$ cat src/rtl/alb_defines.vh
// alb_defines.vh: constants of the at-speed link self-test block
// assumes: included by bare name from the rtl files of this block
`ifndef ALB_DEFINES_VH
`define ALB_DEFINES_VH

// ------------------------------------------------------------
// link framing and pattern
// ------------------------------------------------------------
`define ALB_FRAME_BITS 21
`define ALB_PRBS_BITS 7
`define ALB_POP_BITS 5
`define ALB_FIFO_DEPTH 8
`define ALB_FIFO_ABITS 3

// ------------------------------------------------------------
// timing: half a link clock period, link clock 160 ns, clock 5 ns
// ------------------------------------------------------------
`define ALB_CLOCK_PERIOD_PS 5000
`define ALB_HALF_PIXEL_PS 80000
`define ALB_HALF_PIXEL_CYCLES (`ALB_HALF_PIXEL_PS / `ALB_CLOCK_PERIOD_PS)
`define ALB_HALF_CNT_BITS 8
`define ALB_PEND_BITS 8
`define ALB_PEND_LIMIT 8'hc0

// ------------------------------------------------------------
// test sequencer states
// ------------------------------------------------------------
`define ALB_ST_IDLE 2'h0
`define ALB_ST_TEST 2'h1
`define ALB_ST_DONE 2'h2

// ------------------------------------------------------------
// register map (byte addresses) and fields
// ------------------------------------------------------------
`define ALB_ADDR_BITS 8
`define ALB_OFS_CONTROL 8'h00
`define ALB_OFS_STATUS 8'h04
`define ALB_OFS_ERRCOUNT 8'h08
`define ALB_CTRL_PULSE_EN 0
`define ALB_CTRL_RESET 1'h1
`define ALB_STAT_ACTIVE 0
`define ALB_STAT_PASS 1
`define ALB_STAT_LOCKED 2
`define ALB_STAT_ANYERR 3
`define ALB_STAT_DONE 4
`define ALB_STAT_OVERRUN 5
`define ALB_HTRANS_NONSEQ 2'h2
`define ALB_HTRANS_SEQ 2'h3

`endif

$ cat src/rtl/alb_fifo.v
// alb_fifo.v: small synchronous fifo with valid/ready on both sides
// assumes: one clock, synchronous active-high reset
`timescale 1ns/1ps
`include "alb_defines.vh"

module alb_fifo #(
   parameter WIDTH = `ALB_FRAME_BITS,
   parameter DEPTH = `ALB_FIFO_DEPTH,
   parameter ABITS = `ALB_FIFO_ABITS
)
(
   // clock and reset
   input wire clock,
   input wire reset,
   // fill side
   input wire inValid,
   output wire inReady,
   input wire [WIDTH-1:0] inData,
   // drain side
   output wire outValid,
   input wire outReady,
   output wire [WIDTH-1:0] outData
);

   reg [WIDTH-1:0] mem [0:DEPTH-1];
   reg [ABITS-1:0] wrPtr_reg;
   reg [ABITS-1:0] rdPtr_reg;
   reg [ABITS:0] count_reg;
   wire push;
   wire pop;

   assign inReady = (count_reg != DEPTH[ABITS:0]);
   assign outValid = (count_reg != {(ABITS+1){1'b0}});
   assign outData = mem[rdPtr_reg];
   assign push = inValid & inReady;
   assign pop = outValid & outReady;

   always @(posedge clock)
   begin
      if (push)
      begin
         mem[wrPtr_reg] <= inData;
      end
      if (reset)
      begin
         wrPtr_reg <= {ABITS{1'b0}};
         rdPtr_reg <= {ABITS{1'b0}};
         count_reg <= {(ABITS+1){1'b0}};
      end
      else
      begin
         if (push)
            wrPtr_reg <= wrPtr_reg + 1'b1;
         if (pop)
            rdPtr_reg <= rdPtr_reg + 1'b1;
         if (push & ~pop)
            count_reg <= count_reg + 1'b1;
         else if (pop & ~push)
            count_reg <= count_reg - 1'b1;
      end
   end

endmodule // alb_fifo

$ cat config.mk
export PLATFORM = sky130hd
export DESIGN_NAME = alb_fifo
export DESIGN_NICKNAME = d
export VERILOG_FILES = /design/src/rtl/alb_fifo.v
export VERILOG_INCLUDE_DIRS = /design/src /design/src/rtl
export SDC_FILE = /design/constraint.sdc
export NUM_CORES = 1
export LEC_CHECK = 0
export BUFFER_PORTS_ARGS = -buffer_cell sky130_fd_sc_hd__buf_2
export CAP_MARGIN = 30
export CELL_PAD_IN_SITES_DETAIL_PLACEMENT = 1
export CELL_PAD_IN_SITES_GLOBAL_PLACEMENT = 2
export CORE_ASPECT_RATIO = 1.5
export CORE_UTILIZATION = 50
export CTS_BUF_LIST = sky130_fd_sc_hd__clkbuf_16
export CTS_CLUSTER_DIAMETER = 200
export DETAILED_ROUTE_END_ITERATION = 8
export PLACE_DENSITY_LB_ADDON = 0.1
export SYNTH_ARGS = -nofsm -noshare
export SYNTH_HDL_FRONTEND = slang
export SYNTH_SLANG_ARGS = --single-unit
export TNS_END_PERCENT = 1
$ cat constraint.sdc
create_clock -name clock -period 5.7 [get_ports clock]
set_input_delay 1.14 -clock clock [delete_from_list [all_inputs] [get_ports clock]]
set_output_delay 1.14 -clock clock [all_outputs]
set_load 0.01 [all_outputs]
==> flow_summary.toml, run 1 <==
[outcome]
status = "finished clean"

[placement]
place.gp.congestion = 0.661
io_buffer_count = 47
dp_hpwl_mm = 7.21

[routing]
drtIter0Drc = 84
drt_wl_total_mm = 12.6
first_pass_iters = 4
antenna_left = 0
via_per_inst = 5.72
avgRoutedWirePerCell_um = 22.7
vias = 3171
drcViolationCount = 0

[timing]
hold_viol = 0
fin_hold_ws_ns = 0.503
relSlewSlack_pct = 38.9
tightest_slew_ns = 0.912
clock.fmax_ghz = 0.254
finalCriticalPeriod_ns = 3.94
slew_viol_final = 0
rsz0062_at_grt = "no"
finalSetupTns_ns = 0
finalClockSkew_ns = 0.00610
setup_viol = 0
finalCritPeriodShare_pct = 69.2

[yosys]
yosysSeqAreaShare_pct = 74.7
synth_nets = 347
synthTopCellsByArea = "edfxtp_1 71%, mux4_1 15%, dfxtp_1 3.7%"
netlist_area_um2 = 7100
ys.flop_type = "edfxtp_1"
ys_warn_count = 0
yosysUniqueCellTypes = 27
ys_top_cells_by_count = "168 x edfxtp_1, 40 x mux4_1, 22 x mux2_2"
yosys.area.top_type = "edfxtp_1"
synthCells = 316
syn_avg_cell_area_um2 = 22.5
synth-seq-cells = 181
async_flop_share_pct = 0
synth_edf_count = 168
yosysTopAreaCellShare_pct = 71.0
synth_most_common_cell = "edfxtp_1"

[global_route]
grt_overflow = 0
grt_pass1_wl_mm = 19.2
grt_antenna_before_repair = 0
grt_pass1_vias = 3345
grt_max_degree = 25
grt_use_total_pct = 18.7

[clock_network]
cts_setup_buffers = 0
clk_latency_ns = 0.41
cts_tree = "yes"
cts_made_buffers = 17
cts_resized = 0
htree_levels = 4
cts.sinks = 181
cts_hold_buffers = 0
clk_path_buf_depth = 2
clk_pin_slew_worst_paths_ns = 0.06
cts_root_buf = "clkbuf_16"

[floorplan]
fp.dieW_um = 99.3
row_count = 53
coreArea_um2 = 13900
start_util_pct = 51.0
dieArea_um2 = 14700
io_pins = 48
die_h_um = 148

[worst_setup_path]
path_class = "flop to output pin"
worstSetupStartpointType = "flop"
slowest_delay_ns = 0.84
cp.arrival_ns = 2.80
cp_max_fo = 24
cp.required_ns = 4.56
end_kind = "output pin"
path_delay_family = "multiplexers"
cp_cell_sequence = "buf_4, mux4_1, mux2_2, buf_2"
critPathBufInv = 2
slowest_stage = "dfxtp_2"

[final_layout]
largest_reg_flops = 168
layout.nets = 407
syn_to_final_growth_pct = 15.0
antenna_cells = 0
final_layout_size_suffix_gt1_share_pct = 31.1

[pwr]
power.density_nw_per_um2 = 432
clkPwrFrac_pct = 32.0
seq_power_share_pct = 46.6
leakage_uw = 0.00275
pwr-share-comb_pct = 21.4
p_int_uw = 2610
switching_share_pct = 26.0
p_sw_uw = 917
peakVddDrop_mv = 0.239
power.total_uw = 3530

[job]
max_cap_viol_count = 0

[hold_path]
hp-class = "flop to flop"
power by group through the flow:
| stage | Sequential (uW) | Combinational (uW) | Clock, uW |
|---|---|---|---|
| finish | 1640 | 756 | 1130 |
| floorplan | 1620 | 600 | 0 |
| detailed placement | 1680 | 769 | 0 |
| CTS | 1650 | 773 | 1160 |
| global route | 1660 | 818 | 1200 |
| global placement | 1680 | 733 | 0 |
routing by layer:
metal	vias up	share of wire [%]	track usage, %	routed length [um]
li1	1460	-	-	-
met1	1643	41	22.7	5210
met2	55	54	32.7	6770
met3	13	3.3	4.63	420
met4	0	1.5	6.47	187
met5	-	0	0	0
placed cells by master, fill, tap and decap left out:
cell type	instances
a211oi_1	1
nand2_1	4
fa_1	1
inv_6	4
or4b_1	1
edfxtp_1	168
dfxtp_2	1
clkinv_1	2
mux2i_1	1
nor2_1	11
xor2_1	5
nor2_4	3
mux4_1	40
nand2b_1	2
clkinvlp_4	2
bufinv_16	2
clkinv_2	2
mux4_2	2
dfxtp_1	12
inv_1	2
nor4_2	1
a31oi_1	1
ha_1	5
clkbuf_16	17
or4_4	1
clkinv_4	3
xnor2_1	1
mux2_2	22
a21oi_1	4
nor3_2	4
buf_2	47
nand3_1	6
buf_4	8
buf_16	1
nand2_2	1
nor2b_1	1
worst paths after layout:
kind	to	slack, ns	from	cells past startpoint
max reg2reg	count_reg[3]$_SDFFE_PP0P_	2.82	count_reg[1]$_SDFFE_PP0P_	10
min reg2reg	flop	0.50	rdPtr_reg[1]$_SDFFE_PP0P_	2
max	outData[17]	1.76	flop	4
min	flop	0.50	rdPtr_reg[1]$_SDFFE_PP0P_	2
logic make-up (layout without fill, tap and decap cells):
family	after synthesis	count (layout)	share of synthesized area, %
flip-flops	181	181	74.7
multiplexers	65	65	19.1
AND/OR/NAND/NOR	35	35	2.40
buffers and inverters	17	90	1.44
adder cells (fa/ha/maj)	6	6	1.16
AO/OA/AOI/OAI	6	6	0.476
XOR/XNOR	6	6	0.740
tightest hold or removal path: cells and delay by family (launching register included):
| kind | cells | cell delay, ns |
|---|---|---|
| DFF | 1 | 0.32 |
| and+or+nand+nor | 1 | 0.06 |
| AOI/OAI and AO/OA | 1 | 0.07 |
layout make-up:
cell class | instances | area (um2)
sequential | 181 | 5310
timing repair buffer | 56 | 323
tap | 165 | 206
clock inverter | 15 | 154
clock buffer | 17 | 425
inverter | 2 | 7.51
multi-input combinational | 118 | 1740
fill | 1197 | 5760
stage by stage:
stage,worst slack (ns),utilization (%),cell area (um2),instances
finish,1.76,58.6,8160,554
global placement,2.21,54.3,7560,521
floorplan,1.98,-,7100,316
global route,1.63,58.6,8160,554
detailed placement,2.17,54.5,7580,522
CTS,1.71,58.6,8160,554
No activity file was read; power rests on OpenSTA's default activity.
==> run 2: changes to the inputs <==
--- a/config.mk
+++ b/config.mk
@@ -11,7 +11,7 @@
 export CELL_PAD_IN_SITES_DETAIL_PLACEMENT = 1
 export CELL_PAD_IN_SITES_GLOBAL_PLACEMENT = 2
 export CORE_ASPECT_RATIO = 1.5
-export CORE_UTILIZATION = 50
+export CORE_UTILIZATION = 43
 export CTS_BUF_LIST = sky130_fd_sc_hd__clkbuf_16
 export CTS_CLUSTER_DIAMETER = 200
 export DETAILED_ROUTE_END_ITERATION = 8
==> constraint.sdc (replaced) <==
create_clock -name clock -period 3.2 [get_ports clock]
set_input_delay 0.64 -clock clock [delete_from_list [all_inputs] [get_ports clock]]
set_output_delay 0.64 -clock clock [all_outputs]
set_load 0.01 [all_outputs]
==> run 2 against run 1 <==
Utilization fell by 7.2 points. Final cell count rose by 9.0%. Critical path type is now flop to flop. Total power grew 80%. Global-route usage shrank 1.6 points. Sequential power rose by 74%. Routed wire length increased by 5.6%. Clock power up 81%. Sequential share of layout area decreased by 1.2 points. Register-to-register slack worse by 2.5 ns.
==> flow_summary.toml, run 2 (same netlist as run 1, synthesis figures left out) <==
[floorplan]
coreArea_um2 = 16200
fp.dieW_um = 107
io_pins = 48
die_h_um = 159
row_count = 57
start_util_pct = 43.9
dieArea_um2 = 17000

[final_layout]
antenna_cells = 0
syn_to_final_growth_pct = 17.2
layout.nets = 416
fill_cells = 1435
multi_input_area_um2 = 1740
layout_commonest_cell = "edfxtp_1"
mostFrequentLayoutCells = "168 x edfxtp_1, 47 x buf_2, 40 x mux4_1"
layout.cells.non_filler = 604
regArea_um2 = 5310
largest_reg_flops = 168
final_layout_size_suffix_gt1_share_pct = 32.9

[pwr]
clkPwrFrac_pct = 32.1
p_int_uw = 4630
power.density_nw_per_um2 = 763
peakVddDrop_mv = 0.484
switching_share_pct = 27.1
seq_power_share_pct = 44.9
leakage_uw = 0.00282
p_sw_uw = 1720
pwr-share-comb_pct = 23.0

[routing]
first_pass_iters = 4
antenna_left = 0
vias = 3230
via_per_inst = 5.35
avgRoutedWirePerCell_um = 22.0
drt_wl_total_mm = 13.3
drcViolationCount = 0
drtIter0Drc = 158

[worst_setup_path]
path_class = "flop to flop"
cp.arrival_ns = 3.17
end_kind = "flop"
worstSetupStartpointType = "flop"
cp.required_ns = 3.52
cp_max_fo = 7

[timing]
rsz0062_at_grt = "no"
finalCriticalPeriod_ns = 2.86
finalCritPeriodShare_pct = 89.3
relSlewSlack_pct = 55.1
fin_hold_ws_ns = 0.477
setup_viol = 0
tightest_slew_ns = 0.672
finalClockSkew_ns = 0.0111
hold_viol = 0
clock.fmax_ghz = 0.350
finalSetupTns_ns = 0
slew_viol_final = 0

[global_route]
grt_max_degree = 43
grt_pass1_vias = 3546
grt_antenna_before_repair = 1
grt_overflow = 0
grt_use_total_pct = 17.2
grt_pass1_wl_mm = 20.7

[clock_network]
clk_latency_ns = 0.42
cts_tree = "yes"
cts.sinks = 181
cts_made_buffers = 17
htree_levels = 4
clk_pin_slew_worst_paths_ns = 0.07
cts_root_buf = "clkbuf_16"
cts_resized = 0
clk_path_buf_depth = 2
cts_hold_buffers = 0
cts_setup_buffers = 0

[placement]
io_buffer_count = 47
dp_hpwl_mm = 8.19
place.gp.congestion = 0.716
placed_cells = 572

[outcome]
status = "finished clean"

[job]
max_cap_viol_count = 0

[hold_path]
hp-class = "primary input to flop"
[run 2: changes by cell type in the layout (fill, tap and decap cells not counted), sizes merged]
cell	change
clkinvlp	-1
clkinv	-2
bufinv	-1
inv	+4
buf	+9
[run 2: worst paths after layout]
path	from	to	slack (ns)	cells after the start
max	count_reg[1]$_SDFFE_PP0P_	count_reg[3]$_SDFFE_PP0P_	0.34	10
min	inData[15]	mem[3][15]$_DFFE_PP_	0.48	1
max reg2reg	count_reg[1]$_SDFFE_PP0P_	count_reg[3]$_SDFFE_PP0P_	0.34	10
min reg2reg	rdPtr_reg[1]$_SDFFE_PP0P_	flop	0.49	2
[run 2: power by group through the flow]
stage	Sequential, uW	Combinational [uW]	Clock, uW
after floorplan	2880	1070	0
after global placement	2900	1480	0
after detailed placement	2910	1500	0
after CTS	2860	1500	2100
after global routing	2870	1610	2180
final	2850	1460	2040
[run 2: worst max-delay path, stage by stage, from the launching register on]
cell and delay, ns:
dfxtp_1 0.36, or4b_1 0.63, nand2_2 0.24, inv_1 0.07, ha_1 0.22, inv_1 0.13, ha_1 0.29, a21oi_1 0.19
a211oi_1 0.10, a31oi_1 0.17, mux2_2 0.35
[run 2: cell type report]
class	instances	share of cell area, %
multi-input combinational	118	20.9
clock buffer	17	5.11
inverter	2	0.0902
sequential	181	63.8
timing repair buffer	65	5.10
tap	206	3.10
clock inverter	15	1.96
[run 2: stage by stage]
step	worst slack, ns	utilization [%]	cell area [um2]	total power (uW)
final	0.343	51.4	8320	6350
after global placement	0.412	47.7	7720	4380
after detailed placement	0.310	47.8	7730	4410
after CTS	0.298	51.4	8320	6460
after global routing	0.125	51.4	8320	6660
after floorplan	0.447	-	7110	3950
[run 2: per-layer routing]
layer,GRT usage [%],wire [um]
met3,3.77,338
met1,20.7,5530
met2,29.9,7250
met4,6.16,172
met5,0,0
==> run 3: changes to the inputs <==
--- a/config.mk
+++ b/config.mk
@@ -16,6 +16,7 @@
 export CTS_CLUSTER_DIAMETER = 200
 export DETAILED_ROUTE_END_ITERATION = 8
 export PLACE_DENSITY_LB_ADDON = 0.1
+export REMOVE_ABC_BUFFERS = 1
 export SYNTH_ARGS = -nofsm -noshare
 export SYNTH_HDL_FRONTEND = slang
 export SYNTH_SLANG_ARGS = --single-unit
==> constraint.sdc (replaced) <==
create_clock -name clock -period 3.2 [get_ports clock]
set_input_delay 0.16 -clock clock [delete_from_list [all_inputs] [get_ports clock]]
set_output_delay 0.16 -clock clock [all_outputs]
set_load 0.01 [all_outputs]
==> run 3 against run 2 <==
Non-clock buffer count is 5 higher. First-iteration DRC count is 19% lower. Highest routed layer unchanged. Via count is 1.2% higher. Sequential power is 1% higher. Global-route usage is 0.14 points lower. Largest cell class unchanged. Maximum frequency is 1.4% higher. Critical path type unchanged. Clock power is 10% lower.
==> flow_summary.toml, run 3 (same netlist as run 1, synthesis figures left out) <==
[floorplan]
coreArea_um2 = 16200
start_util_pct = 43.9
die_h_um = 159
io_pins = 48
row_count = 57
dieArea_um2 = 17000
fp.dieW_um = 107

[clock_network]
cts_root_buf = "clkbuf_16"
cts_tree = "yes"
clk_path_buf_depth = 2
clk_pin_slew_worst_paths_ns = 0.06
clk_latency_ns = 0.42
cts_setup_buffers = 0
cts.sinks = 181
cts_made_buffers = 17
htree_levels = 4

[routing]
routed-wl-met2_mm = 7.38
drt_wl_total_mm = 13.2
vias = 3268
via_per_inst = 5.37
wirelength_met1_mm = 5.42
drtIter0Drc = 128
route.met3.wl_um = 294
first_pass_iters = 4
drcViolationCount = 0
avgRoutedWirePerCell_um = 21.8
top_layer_used = "met4"
antenna_left = 0

[placement]
io_buffer_count = 47
place.gp.congestion = 0.704
dp_hpwl_mm = 7.60

[worst_setup_path]
worstSetupStartpointType = "flop"
cp.required_ns = 3.52
end_kind = "flop"
r2r-start = "count_reg[1]$_SDFFE_PP0P_"
r2r_slack_ns = 0.38
reg2regPathDepth = 10
path_class = "flop to flop"
cp_max_fo = 7
cp.arrival_ns = 3.13
r2r-end = "count_reg[3]$_SDFFE_PP0P_"

[final_layout]
fill_cells = 1467
fin_util_pct = 51.5
syn_to_final_growth_pct = 17.4
largest_reg_flops = 168
mostFrequentLayoutCells = "168 x edfxtp_1, 47 x buf_2, 40 x mux4_1"
final_layout_size_suffix_gt1_share_pct = 30.0
regArea_um2 = 5310
multi_input_area_um2 = 1730
layout_commonest_cell = "edfxtp_1"
antenna_cells = 0
layout.nets = 421

[timing]
setup_viol = 0
finalClockSkew_ns = 0.00787
finalCritPeriodShare_pct = 88.0
slew_viol_final = 0
tightest_slew_ns = 0.930
hold_viol = 0
finalCriticalPeriod_ns = 2.82
relSlewSlack_pct = 37.5
clock.fmax_ghz = 0.355
rsz0062_at_grt = "no"

[global_route]
grt_use_total_pct = 17.0
grt_max_degree = 43
grt_pass1_vias = 3579
grt_antenna_before_repair = 0
grt_pass1_wl_mm = 20.5
grt_overflow = 0

[hold_path]
hp-class = "primary input to flop"
min_to = "mem[3][15]$_DFFE_PP_"
hp-start = "inData[15]"
holdPathStages = 1

[pwr]
leakage_uw = 0.00281
peakVddDrop_mv = 0.441
power.density_nw_per_um2 = 736
power.total_uw = 6140

[job]
max_cap_viol_count = 0

[outcome]
status = "finished clean"
-- run 3: cell types whose count changed in the layout (fill, tap and decap cells not counted), moves of 2 or more --
cell and change:
buf_12 +2, buf_4 -8, clkinv_2 +3, clkinv_8 -2, dlygate4sd3_1 +12, inv_1 +2, inv_6 -3, inv_8 -2
-- run 3: power by group --
group          switching, uW  internal (uW)  total (uW)
combinational            677            744        1420
clock                    844            982        1830
sequential               116           2770        2890
-- run 3: repair_timing --
action                                 4_1_cts  5_1_grt
endpoints found under the hold margin       92        0
gates resized for setup                      0        0
hold buffers                                12        0
-- run 3: critical path, stage by stage, from the launching register on --
cell	delay (ns)
dfxtp_1	0.36
or4b_1	0.64
nand2_2	0.22
inv_1	0.07
ha_1	0.21
inv_1	0.14
ha_1	0.29
a21oi_1	0.19
a211oi_1	0.10
a31oi_1	0.17
mux2_2	0.34
-- run 3: metal layers --
layer  vias up  track usage [%]
met3        10             4.13
met5         -                0
met2        44             30.5
li1       1493                -
met4         0             6.16
met1      1721             19.5
-- run 3: worst max path at each step --
stage                                   start                         to  slack [ns]
floorplan           count_reg[0]$_SDFFE_PP0P_        mem[0][0]$_DFFE_PP_       -0.09
finish              count_reg[1]$_SDFFE_PP0P_  count_reg[3]$_SDFFE_PP0P_        0.38
CTS                 count_reg[1]$_SDFFE_PP0P_  count_reg[3]$_SDFFE_PP0P_        0.37
detailed placement  count_reg[1]$_SDFFE_PP0P_  count_reg[3]$_SDFFE_PP0P_        0.38
global placement    count_reg[1]$_SDFFE_PP0P_  count_reg[3]$_SDFFE_PP0P_        0.43
global route        count_reg[1]$_SDFFE_PP0P_  count_reg[3]$_SDFFE_PP0P_        0.19
-- run 3: metrics by stage --
stage          cells  setup WS (ns)  setup TNS (ns)  hold slack (ns)  instance area [um2]
5_1_grt          609          0.192               0           0.0112                 8340
2_1_floorplan    301        -0.0863           -1.81            0.229                 7010
6_report         609          0.383               0           0.0159                 8340
4_1_cts          609          0.366               0          0.00141                 8340
3_3_place_gp     565          0.432               0            0.424                 7700
3_5_place_dp     565          0.379               0            0.433                 7700
-- run 3: area by class of cell --
type / instances / area share [%]
clock buffer: 17 / 5.10
clock inverter: 15 / 1.13
inverter: 2 / 0.0901
multi-input combinational: 118 / 20.8
sequential: 181 / 63.7
tap: 206 / 3.09
timing repair buffer: 70 / 6.15
